==> src/design/ptu_pkg.sv <==
// Shared types and constants of the six-channel pulse timer unit.
package ptu_pkg;

    localparam int NUM_CH   = 6;
    localparam int NUM_PIN  = 16;
    localparam int NUM_IRQ  = 26;
    localparam int CNT_W    = 16;
    localparam int PSC_W    = 6;

    // Per channel: general registers, phase mode ability, pin and irq base, control index.
    localparam int CH_NREG     [NUM_CH] = '{4, 2, 2, 4, 2, 2};
    localparam int CH_PHASE    [NUM_CH] = '{0, 1, 1, 0, 1, 1};
    localparam int CH_PIN_BASE [NUM_CH] = '{0, 4, 6, 8, 12, 14};
    localparam int CH_IRQ_BASE [NUM_CH] = '{0, 5, 9, 13, 18, 22};
    localparam int CH_IO_IDX   [NUM_CH] = '{0, 0, 1, 1, 2, 3};
    // Phase source: 0 takes inputs A and B, 1 takes inputs C and D.
    localparam int CH_PH_PAIR  [NUM_CH] = '{0, 0, 1, 0, 1, 0};

    localparam logic [CNT_W-1:0] CNT_RST = 16'h0000;
    localparam logic [CNT_W-1:0] CNT_MAX = 16'hFFFF;
    localparam logic [PSC_W-1:0] PSC_RST = 6'h00;

    typedef enum logic [2:0] {
        CLK_DIV1  = 3'h0,
        CLK_DIV4  = 3'h1,
        CLK_DIV16 = 3'h2,
        CLK_DIV64 = 3'h3,
        CLK_EXT_A = 3'h4,
        CLK_EXT_B = 3'h5,
        CLK_EXT_C = 3'h6,
        CLK_EXT_D = 3'h7
    } ptu_clk_sel_t;

    typedef enum logic [1:0] {
        IO_OFF     = 2'h0,
        IO_TOGGLE  = 2'h1,
        IO_CAPTURE = 2'h2,
        IO_PWM     = 2'h3
    } ptu_io_mode_t;

    typedef struct packed {
        logic         run;
        logic         phase_mode;
        ptu_clk_sel_t clk_sel;
        logic [5:0]   irq_en;
    } ptu_chan_cfg_t;

    // Event bits of a channel: general registers A to D, overflow, underflow.
    typedef struct packed {
        logic       unf;
        logic       ovf;
        logic [3:0] gr;
    } ptu_events_t;

endpackage

==> src/design/ptu_chan.sv <==
// One timer channel: counter, phase decoder and per-register pin logic.
`timescale 1ns/100ps
`default_nettype none
module ptu_chan
    import ptu_pkg::*;
#(
    parameter int NREG      = 4,
    parameter int HAS_PHASE = 0
) (
    input  wire logic                  clk_sys,  // System clock.
    input  wire logic                  rst_n,    // Synchronous reset, active low.
    input  wire ptu_chan_cfg_t         cfg,      // Channel control.
    input  wire logic [2*NREG-1:0]     io_ctl,   // Two mode bits per register.
    input  wire logic [NREG*CNT_W-1:0] cmp_val,  // Compare values, register A low.
    input  wire logic                  cnt_tick, // Selected count enable.
    input  wire logic                  phase_a,  // Synchronised phase A level.
    input  wire logic                  phase_b,  // Synchronised phase B level.
    input  wire logic [NREG-1:0]       pin_in,   // Synchronised pin levels.
    output logic      [NREG-1:0]       pin_out,  // Pin drive level.
    output logic      [NREG-1:0]       pin_oe,   // Pin drive enable.
    output logic      [CNT_W-1:0]      counter,  // Channel counter.
    output logic      [NREG*CNT_W-1:0] capt,     // Captured counts.
    output ptu_events_t                events    // One-cycle event pulses.
);
    // Only two- and four-register channels exist; any other count is refused at elaboration.
    if (NREG != 2 && NREG != 4) begin : g_bad_nreg
        $error("NREG must be 2 or 4");
    end

    logic              prev_a, prev_b, next_prev_a, next_prev_b;
    logic [NREG-1:0]   prev_pin, next_pin_out, next_pin_oe;
    logic [CNT_W-1:0]  next_counter;
    logic [NREG*CNT_W-1:0] next_capt;
    ptu_events_t       next_events;
    logic              up, dn, edge_a, edge_b;
    ptu_io_mode_t      mode;

    always_comb begin
        up = 1'b0;
        dn = 1'b0;
        edge_a = phase_a ^ prev_a;
        edge_b = phase_b ^ prev_b;
        mode = IO_OFF;
        next_prev_a = phase_a;
        next_prev_b = phase_b;
        if (cfg.run) begin
            if (HAS_PHASE != 0 && cfg.phase_mode) begin
                // A leading B counts up, B leading A counts down.
                up = (edge_a && (phase_a != phase_b)) || (edge_b && (phase_a == phase_b));
                dn = (edge_a || edge_b) && !up;
            end else begin
                up = cnt_tick;
            end
        end
        next_counter = up ? counter + 16'h0001 : (dn ? counter - 16'h0001 : counter);
        next_events = '0;
        next_events.ovf = up && counter == CNT_MAX;
        next_events.unf = (HAS_PHASE != 0) && dn && counter == CNT_RST;
        next_capt = capt;
        next_pin_out = pin_out;
        next_pin_oe = '0;
        for (int i = 0; i < NREG; i++) begin
            mode = ptu_io_mode_t'(io_ctl[2*i +: 2]);
            unique case (mode)
                IO_OFF: begin
                end
                IO_TOGGLE: begin
                    next_pin_oe[i] = 1'b1;
                    if ((up || dn) && next_counter == cmp_val[i*CNT_W +: CNT_W]) begin
                        next_pin_out[i] = ~pin_out[i];
                        next_events.gr[i] = 1'b1;
                    end
                end
                IO_CAPTURE: begin
                    if (pin_in[i] && !prev_pin[i]) begin
                        next_capt[i*CNT_W +: CNT_W] = counter;
                        next_events.gr[i] = 1'b1;
                    end
                end
                IO_PWM: begin
                    next_pin_oe[i] = 1'b1;
                    next_pin_out[i] = next_counter < cmp_val[i*CNT_W +: CNT_W];
                    if ((up || dn) && next_counter == cmp_val[i*CNT_W +: CNT_W]) begin
                        next_events.gr[i] = 1'b1;
                    end
                end
            endcase
        end
    end

    always_ff @(posedge clk_sys) begin
        if (!rst_n) begin
            prev_a   <= 1'b0;
            prev_b   <= 1'b0;
            prev_pin <= '0;
            counter  <= CNT_RST;
            capt     <= '0;
            pin_out  <= '0;
            pin_oe   <= '0;
            events   <= '0;
        end else begin
            prev_a   <= next_prev_a;
            prev_b   <= next_prev_b;
            prev_pin <= pin_in;
            counter  <= next_counter;
            capt     <= next_capt;
            pin_out  <= next_pin_out;
            pin_oe   <= next_pin_oe;
            events   <= next_events;
        end
    end
endmodule // ptu_chan
`default_nettype wire

==> src/design/ptu_top.sv <==
// Pin and interrupt-source level of the six-channel pulse timer unit.
`timescale 1ns/100ps
`default_nettype none
// What this block does
// - Four external clock inputs A to D, selectable as count source by any channel.
// - Channels 1 and 5 phase counting take phase A from A, B from B.
// - Channels 2 and 4 phase counting take phase A from C, B from D.
// - Each general register owns one pin: capture input, compare or PWM output.
// - Channels 0 and 3 have four registers and pins; the others have two.
// - Channels 0 and 3 raise five sources: registers A to D and overflow.
// - Other channels raise four sources: registers A, B, overflow and underflow.
// - Channels 0 and 3 split pin control into high and low; others use one.
module ptu_top
    import ptu_pkg::*;
(
    input  wire logic                 clk_sys,              // 20 MHz system clock.
    input  wire logic                 rst_n,                // Synchronous reset, active low.
    input  wire logic [3:0]           ext_clk_in,           // External clocks A to D.
    input  wire ptu_chan_cfg_t        chan_cfg [NUM_CH],    // Per-channel control.
    input  wire logic [3:0]           pin_io_control_high [2], // Channels 0 and 3, regs A and B.
    input  wire logic [3:0]           pin_io_control_low  [2], // Channels 0 and 3, regs C and D.
    input  wire logic [3:0]           pin_io_control      [4], // Channels 1, 2, 4 and 5.
    input  wire logic [CNT_W-1:0]     cmp_val [NUM_PIN],    // Compare values per pin.
    input  wire logic [NUM_PIN-1:0]   pin_in,               // Pin input levels.
    output logic      [NUM_PIN-1:0]   pin_out,              // Pin output levels.
    output logic      [NUM_PIN-1:0]   pin_oe,               // Pin drive enables.
    output logic      [CNT_W-1:0]     channel_counter [NUM_CH], // Counter values.
    output logic      [CNT_W-1:0]     capt_val [NUM_PIN],   // Captured counts per pin.
    output logic      [NUM_IRQ-1:0]   irq_src               // Enabled source pulses.
);
    logic [3:0]          ext_s1, ext_s2, ext_prev, ext_rise;
    logic [NUM_PIN-1:0]  pin_s1, pin_s2;
    logic [PSC_W-1:0]    psc, next_psc;
    logic [3:0]          tick, next_tick;
    logic [NUM_IRQ-1:0]  next_irq;
    ptu_events_t         ev [NUM_CH];

    // Pins and external clocks are asynchronous; only stage two is used.
    always_ff @(posedge clk_sys) begin
        if (!rst_n) begin
            ext_s1   <= '0;
            ext_s2   <= '0;
            ext_prev <= '0;
            pin_s1   <= '0;
            pin_s2   <= '0;
        end else begin
            ext_s1   <= ext_clk_in;
            ext_s2   <= ext_s1;
            ext_prev <= ext_s2;
            pin_s1   <= pin_in;
            pin_s2   <= pin_s1;
        end
    end

    // Rising edge is counted; external edges faster than half of clk_sys are lost.
    always_comb begin
        ext_rise = ext_s2 & ~ext_prev;
    end

    always_comb begin
        next_psc = psc + 6'h01;
        next_tick[0] = 1'b1;
        next_tick[1] = psc[1:0] == 2'h3;
        next_tick[2] = psc[3:0] == 4'hF;
        next_tick[3] = psc == 6'h3F;
    end

    always_ff @(posedge clk_sys) begin
        if (!rst_n) begin
            psc  <= PSC_RST;
            tick <= '0;
        end else begin
            psc  <= next_psc;
            tick <= next_tick;
        end
    end

    for (genvar c = 0; c < NUM_CH; c++) begin : g_ch
        localparam int NR = CH_NREG[c];
        localparam int PB = CH_PIN_BASE[c];
        localparam int PA = CH_PH_PAIR[c];
        logic              sel_tick;
        logic [2*NR-1:0]   io;
        logic [NR*CNT_W-1:0] cmp_flat, capt_flat;

        always_comb begin
            unique case (chan_cfg[c].clk_sel)
                CLK_DIV1:  sel_tick = tick[0];
                CLK_DIV4:  sel_tick = tick[1];
                CLK_DIV16: sel_tick = tick[2];
                CLK_DIV64: sel_tick = tick[3];
                CLK_EXT_A: sel_tick = ext_rise[0];
                CLK_EXT_B: sel_tick = ext_rise[1];
                CLK_EXT_C: sel_tick = ext_rise[2];
                CLK_EXT_D: sel_tick = ext_rise[3];
            endcase
        end

        if (NR == 4) begin : g_io4
            assign io = {pin_io_control_low[CH_IO_IDX[c]],
                         pin_io_control_high[CH_IO_IDX[c]]};
        end else begin : g_io2
            assign io = pin_io_control[CH_IO_IDX[c]];
        end

        for (genvar r = 0; r < NR; r++) begin : g_reg
            assign cmp_flat[r*CNT_W +: CNT_W] = cmp_val[PB+r];
            assign capt_val[PB+r] = capt_flat[r*CNT_W +: CNT_W];
        end

        ptu_chan #(
            .NREG      (NR),
            .HAS_PHASE (CH_PHASE[c])
        ) u_chan (
            .clk_sys  (clk_sys),
            .rst_n    (rst_n),
            .cfg      (chan_cfg[c]),
            .io_ctl   (io),
            .cmp_val  (cmp_flat),
            .cnt_tick (sel_tick),
            .phase_a  (ext_s2[2*PA]),
            .phase_b  (ext_s2[2*PA+1]),
            .pin_in   (pin_s2[PB +: NR]),
            .pin_out  (pin_out[PB +: NR]),
            .pin_oe   (pin_oe[PB +: NR]),
            .counter  (channel_counter[c]),
            .capt     (capt_flat),
            .events   (ev[c])
        );
    end

    // Four-register channels report A to D and overflow; two-register ones report A, B, overflow and underflow.
    always_comb begin
        next_irq = '0;
        for (int c = 0; c < NUM_CH; c++) begin
            if (CH_NREG[c] == 4) begin
                for (int k = 0; k < 4; k++) begin
                    next_irq[CH_IRQ_BASE[c]+k] = ev[c].gr[k] & chan_cfg[c].irq_en[k];
                end
                next_irq[CH_IRQ_BASE[c]+4] = ev[c].ovf & chan_cfg[c].irq_en[4];
            end else begin
                for (int k = 0; k < 2; k++) begin
                    next_irq[CH_IRQ_BASE[c]+k] = ev[c].gr[k] & chan_cfg[c].irq_en[k];
                end
                next_irq[CH_IRQ_BASE[c]+2] = ev[c].ovf & chan_cfg[c].irq_en[4];
                next_irq[CH_IRQ_BASE[c]+3] = ev[c].unf & chan_cfg[c].irq_en[5];
            end
        end
    end

    always_ff @(posedge clk_sys) begin
        if (!rst_n) begin
            irq_src <= '0;
        end else begin
            irq_src <= next_irq;
        end
    end
endmodule // ptu_top
`default_nettype wire

==> config.mk <==
export PLATFORM = sky130hd
export DESIGN_NAME = ptu_top
export DESIGN_NICKNAME = d
export VERILOG_FILES = /design/src/design/ptu_pkg.sv /design/src/design/ptu_chan.sv /design/src/design/ptu_top.sv
export SDC_FILE = /design/constraint.sdc
export NUM_CORES = 1
export LEC_CHECK = 0
export BUFFER_PORTS_ARGS = -buffer_cell sky130_fd_sc_hd__buf_2
export CAP_MARGIN = 20
export CORE_AREA = 2 2 304 306
export CTS_BUF_LIST = sky130_fd_sc_hd__clkbuf_4 sky130_fd_sc_hd__clkbuf_8 sky130_fd_sc_hd__clkbuf_16
export CTS_CLUSTER_SIZE = 25
export DETAILED_ROUTE_END_ITERATION = 10
export DIE_AREA = 0 0 306 308
export PLACE_DENSITY = 0.52
export SKIP_CTS_REPAIR_TIMING = 1
export SYNTH_ARGS = -nofsm -noshare
export SYNTH_HDL_FRONTEND = slang
export SYNTH_SLANG_ARGS = --single-unit
export TNS_END_PERCENT = 1
==> constraint.sdc <==
create_clock -name clk_sys -period 3.85 [get_ports clk_sys]
set_input_delay 0.385 -clock clk_sys [delete_from_list [all_inputs] [get_ports clk_sys]]
set_output_delay 0.385 -clock clk_sys [all_outputs]
set_load 0.1 [all_outputs]
==> impl_results.md <==
* Worst r2r src: ext_s2[3]
* Fin area at 37,200 µm²
* Die footprint at 94,200 µm²
* Clock latency on the worst-skew pair at 0.67 ns
* First-pass GRT wire length at 157,000 µm
* Hold Crit Class: input pin to register
* Clock Skew at 0.0270 ns
* Sequential share of power at 40.2%
* CP max stage delay at 0.42 ns
* #FFs+latches synth at 506
* WL/cell at 19.8 µm
* Sw Share at 27.7%
* Multi-input gate area at 16,000 µm²
* P_sw at 3.73 mW
* Crit-path cells: ha_4, nand4b_1, mux2_4, or3_4, or3b_4, o41ai_4, xor2_2, ha_1, nand4_1, nor2_2, nand2_2, nor4_2, buf_4, xor2_1, a32o_1
* Leak pwr at 18.2 nW
* Synth warnings at 0
* DP HPWL at 84,100 µm
* Worst vdd ir at 0.346 mV
* Die width at 306 µm
* PwrDens at 362 nW/µm²
* Register Area at 10,200 µm²
* Routability cong. at 0.913
* Total global routing overflow at 0
* Fmax at 0.260 GHz
* Buf+Inv Stages, Crit Path at 1
* Final-layout fill cell count at 9,413
* Post-synthesis async set-or-reset flop share at 0%
* Area Growth Syn to Fin at 38.2%
* Non-filler cells, final at 5,409
* Initial Util at 29.6%
* Clock slew at reported path FFs at 0.06 ns
* GRT Util Overall at 21.7%
* Unrepaired setup endpoints after global routing: yes
* Cells after Synth at 3,186
* Drt first pass iters at 5
* Vias in the first global route at 25,400
* HP Start: chan_cfg[0]
* Initial antenna violation count at 46
* WP data required at 4.39 ns
* Core ar. at 91,000 µm²
* Mean Syn Cell Area at 8.44 µm²
* Setup crit start: ext_s2[3]
* Die Ht at 308 µm
* Post-synthesis sequential area ratio at 37.7%
* Top_reg_cell synth: dfxtp_1
* Post-DRT Antenna Nets at 0
* Period Utilization, post-route at 99.9%
* Port buffer count at 773
* Period minus WS final at 3.85 ns
* Net count, final at 4,801
* Run status: complete, no violations
* Mapped Area at 26,900 µm²
* Clock network power share at 45.3%
* Final hold slack at 0.0218 ns
* CTS tree: yes
* # Max-Cap Violations at 0
* TritonCTS buffer count at 59
* Max_slew headroom at 29.9%
* Layout cells sized above 1 at 31.3%
* Family with the most delay on the worst path: simple AND/OR/NAND/NOR gates
* Post-synthesis cell type count at 71
* Worst-Margin Slew at 1.05 ns
* I/O pin cnt at 786
* Placed Area at 33,800 µm²
* Drt total wl at 107,000 µm
* Iter 0 DRT Violations at 1,535
* H-tree depth at 2
* Critical Path AT at 4.39 ns
* Cell Int Power at 9.73 mW
* Logic pwr share at 14.5%
* Power, Total at 13.5 mW
* Vias at 25,900
* Placed Cells at 5,227
* Synth Net Count at 3,829
* Pin count of the biggest net entering global routing at 122
* Maximum fanout along the worst path at 3
* Vias/cell at 4.78
* EDFF count, synth at 0
* DRC at 0
* Crit-path slowest cell: or3b_4
* Final Setup Violations at 0
* Core Rows at 111
* CP endpoint kind: register
* Crit start category: register
* Fin. Hold Viols at 0
* CP Class: register to register
* Final Slew Violations at 0
* Clock Root Buffer: clkbuf_16
* Setup TNS at 0 ns
* TritonCTS Sinks at 506
* Bufs on Longest Clock Path at 3
-- sequential cells by signal (all words and copies together), names as in the netlist --
signal,count
ext_prev,4
tick,4
g_ch.u_chan.capt,256
g_ch.u_chan.pin_oe,16
pin_s1,16
psc,6
g_ch.u_chan.pin_out,16
pin_s2,16
g_ch.u_chan.prev_pin,16
g_ch.u_chan.events,26
irq_src,26
g_ch.u_chan.counter,96
ext_s2,4
ext_s1,4
-- layer usage --
| layer | share of wire, % | global-route usage [%] | vias to the layer above |
|---|---|---|---|
| met5 | 0.28 | 0 | - |
| met4 | 2.7 | 5.62 | 44 |
| met3 | 7.4 | 6.17 | 190 |
| met2 | 48 | 38.0 | 827 |
| met1 | 42 | 25.9 | 12000 |
| li1 | - | - | 12800 |
-- logic make-up after synthesis --
| kind of cell | count (synthesis) | share of synthesized area [%] |
|---|---|---|
| multiplexers | 31 | 1.65 |
| adder cells (fa/ha/maj) | 267 | 12.4 |
| AO/OA/AOI/OAI | 563 | 14.9 |
| AND/OR/NAND/NOR | 1266 | 23.6 |
| buffers and inverters | 438 | 6.11 |
| flip-flops | 506 | 37.7 |
| XOR/XNOR | 115 | 3.74 |
-- metrics by stage --
stage / setup WS [ns] / utilization (%)
floorplan: -0.0224 / -
global placement: -0.283 / 37.1
detailed placement: -0.321 / 37.1
CTS: -0.352 / 39.4
global route: -0.215 / 40.9
finish: 0.00202 / 40.9
-- power groups by stage --
stage / combinational [mW] / sequential [mW] / clock, mW
6_report: 1.95 / 5.42 / 6.09
5_1_grt: 2.12 / 5.42 / 6.44
4_1_cts: 1.85 / 5.41 / 6.25
3_5_place_dp: 1.84 / 5.53 / 0
3_3_place_gp: 1.84 / 5.53 / 0
2_1_floorplan: 0.770 / 5.87 / 0
-- final cells by class --
type	count	share of cell area, %
inverter	268	2.70
clock buffer	86	4.77
sequential	506	27.3
antenna	19	0.128
multi-input combinational	2242	43.0
timing repair buffer	1081	17.2
clock inverter	21	0.881
tap	1186	3.99
-- cells in the mapped netlist, drive strengths merged (10+ instances only) --
cell type,instances,area [µm²]
a2111oi,11,103
a21boi,268,2010
a21o,41,308
a21oi,68,340
and2,184,1150
and3,50,313
and4,12,105
clkbuf,167,627
dfxtp,506,10100
ha,267,3340
inv,268,1010
mux2,13,150
nand2,605,2270
nand2b,20,125
nand3,72,360
nand4,78,488
nand4bb,16,180
nor2,71,267
nor2b,33,206
nor3,39,195
nor4,16,106
nor4bb,19,190
o21a,26,195
o21ai,59,295
o22ai,10,62.6
or3,17,111
xnor2,68,596
xor2,47,412
-- worst paths after layout --
| path | to | slack, ns | cells after the start |
|---|---|---|---|
| setup / recovery | g_ch[4].u_chan.pin_out[1] | 0.002 | 15 |
| hold / removal | irq_src[22] | 0.02 | 2 |
| hold reg to reg | pin_s2[7] | 0.43 | 1 |
| setup reg to reg | g_ch[4].u_chan.pin_out[1] | 0.002 | 15 |
-- cell usage in the layout, fill, tap and decap left out, types with 68 or more instances in the layout --
cell type / count
inv_1: 267
ha_1: 263
nand3_1: 68
a21boi_0: 268
nand2_1: 603
dfxtp_1: 488
buf_2: 772
nand4_1: 78
buf_4: 252
and2_1: 182
Note: power is estimated with default switching activity, not from simulation.
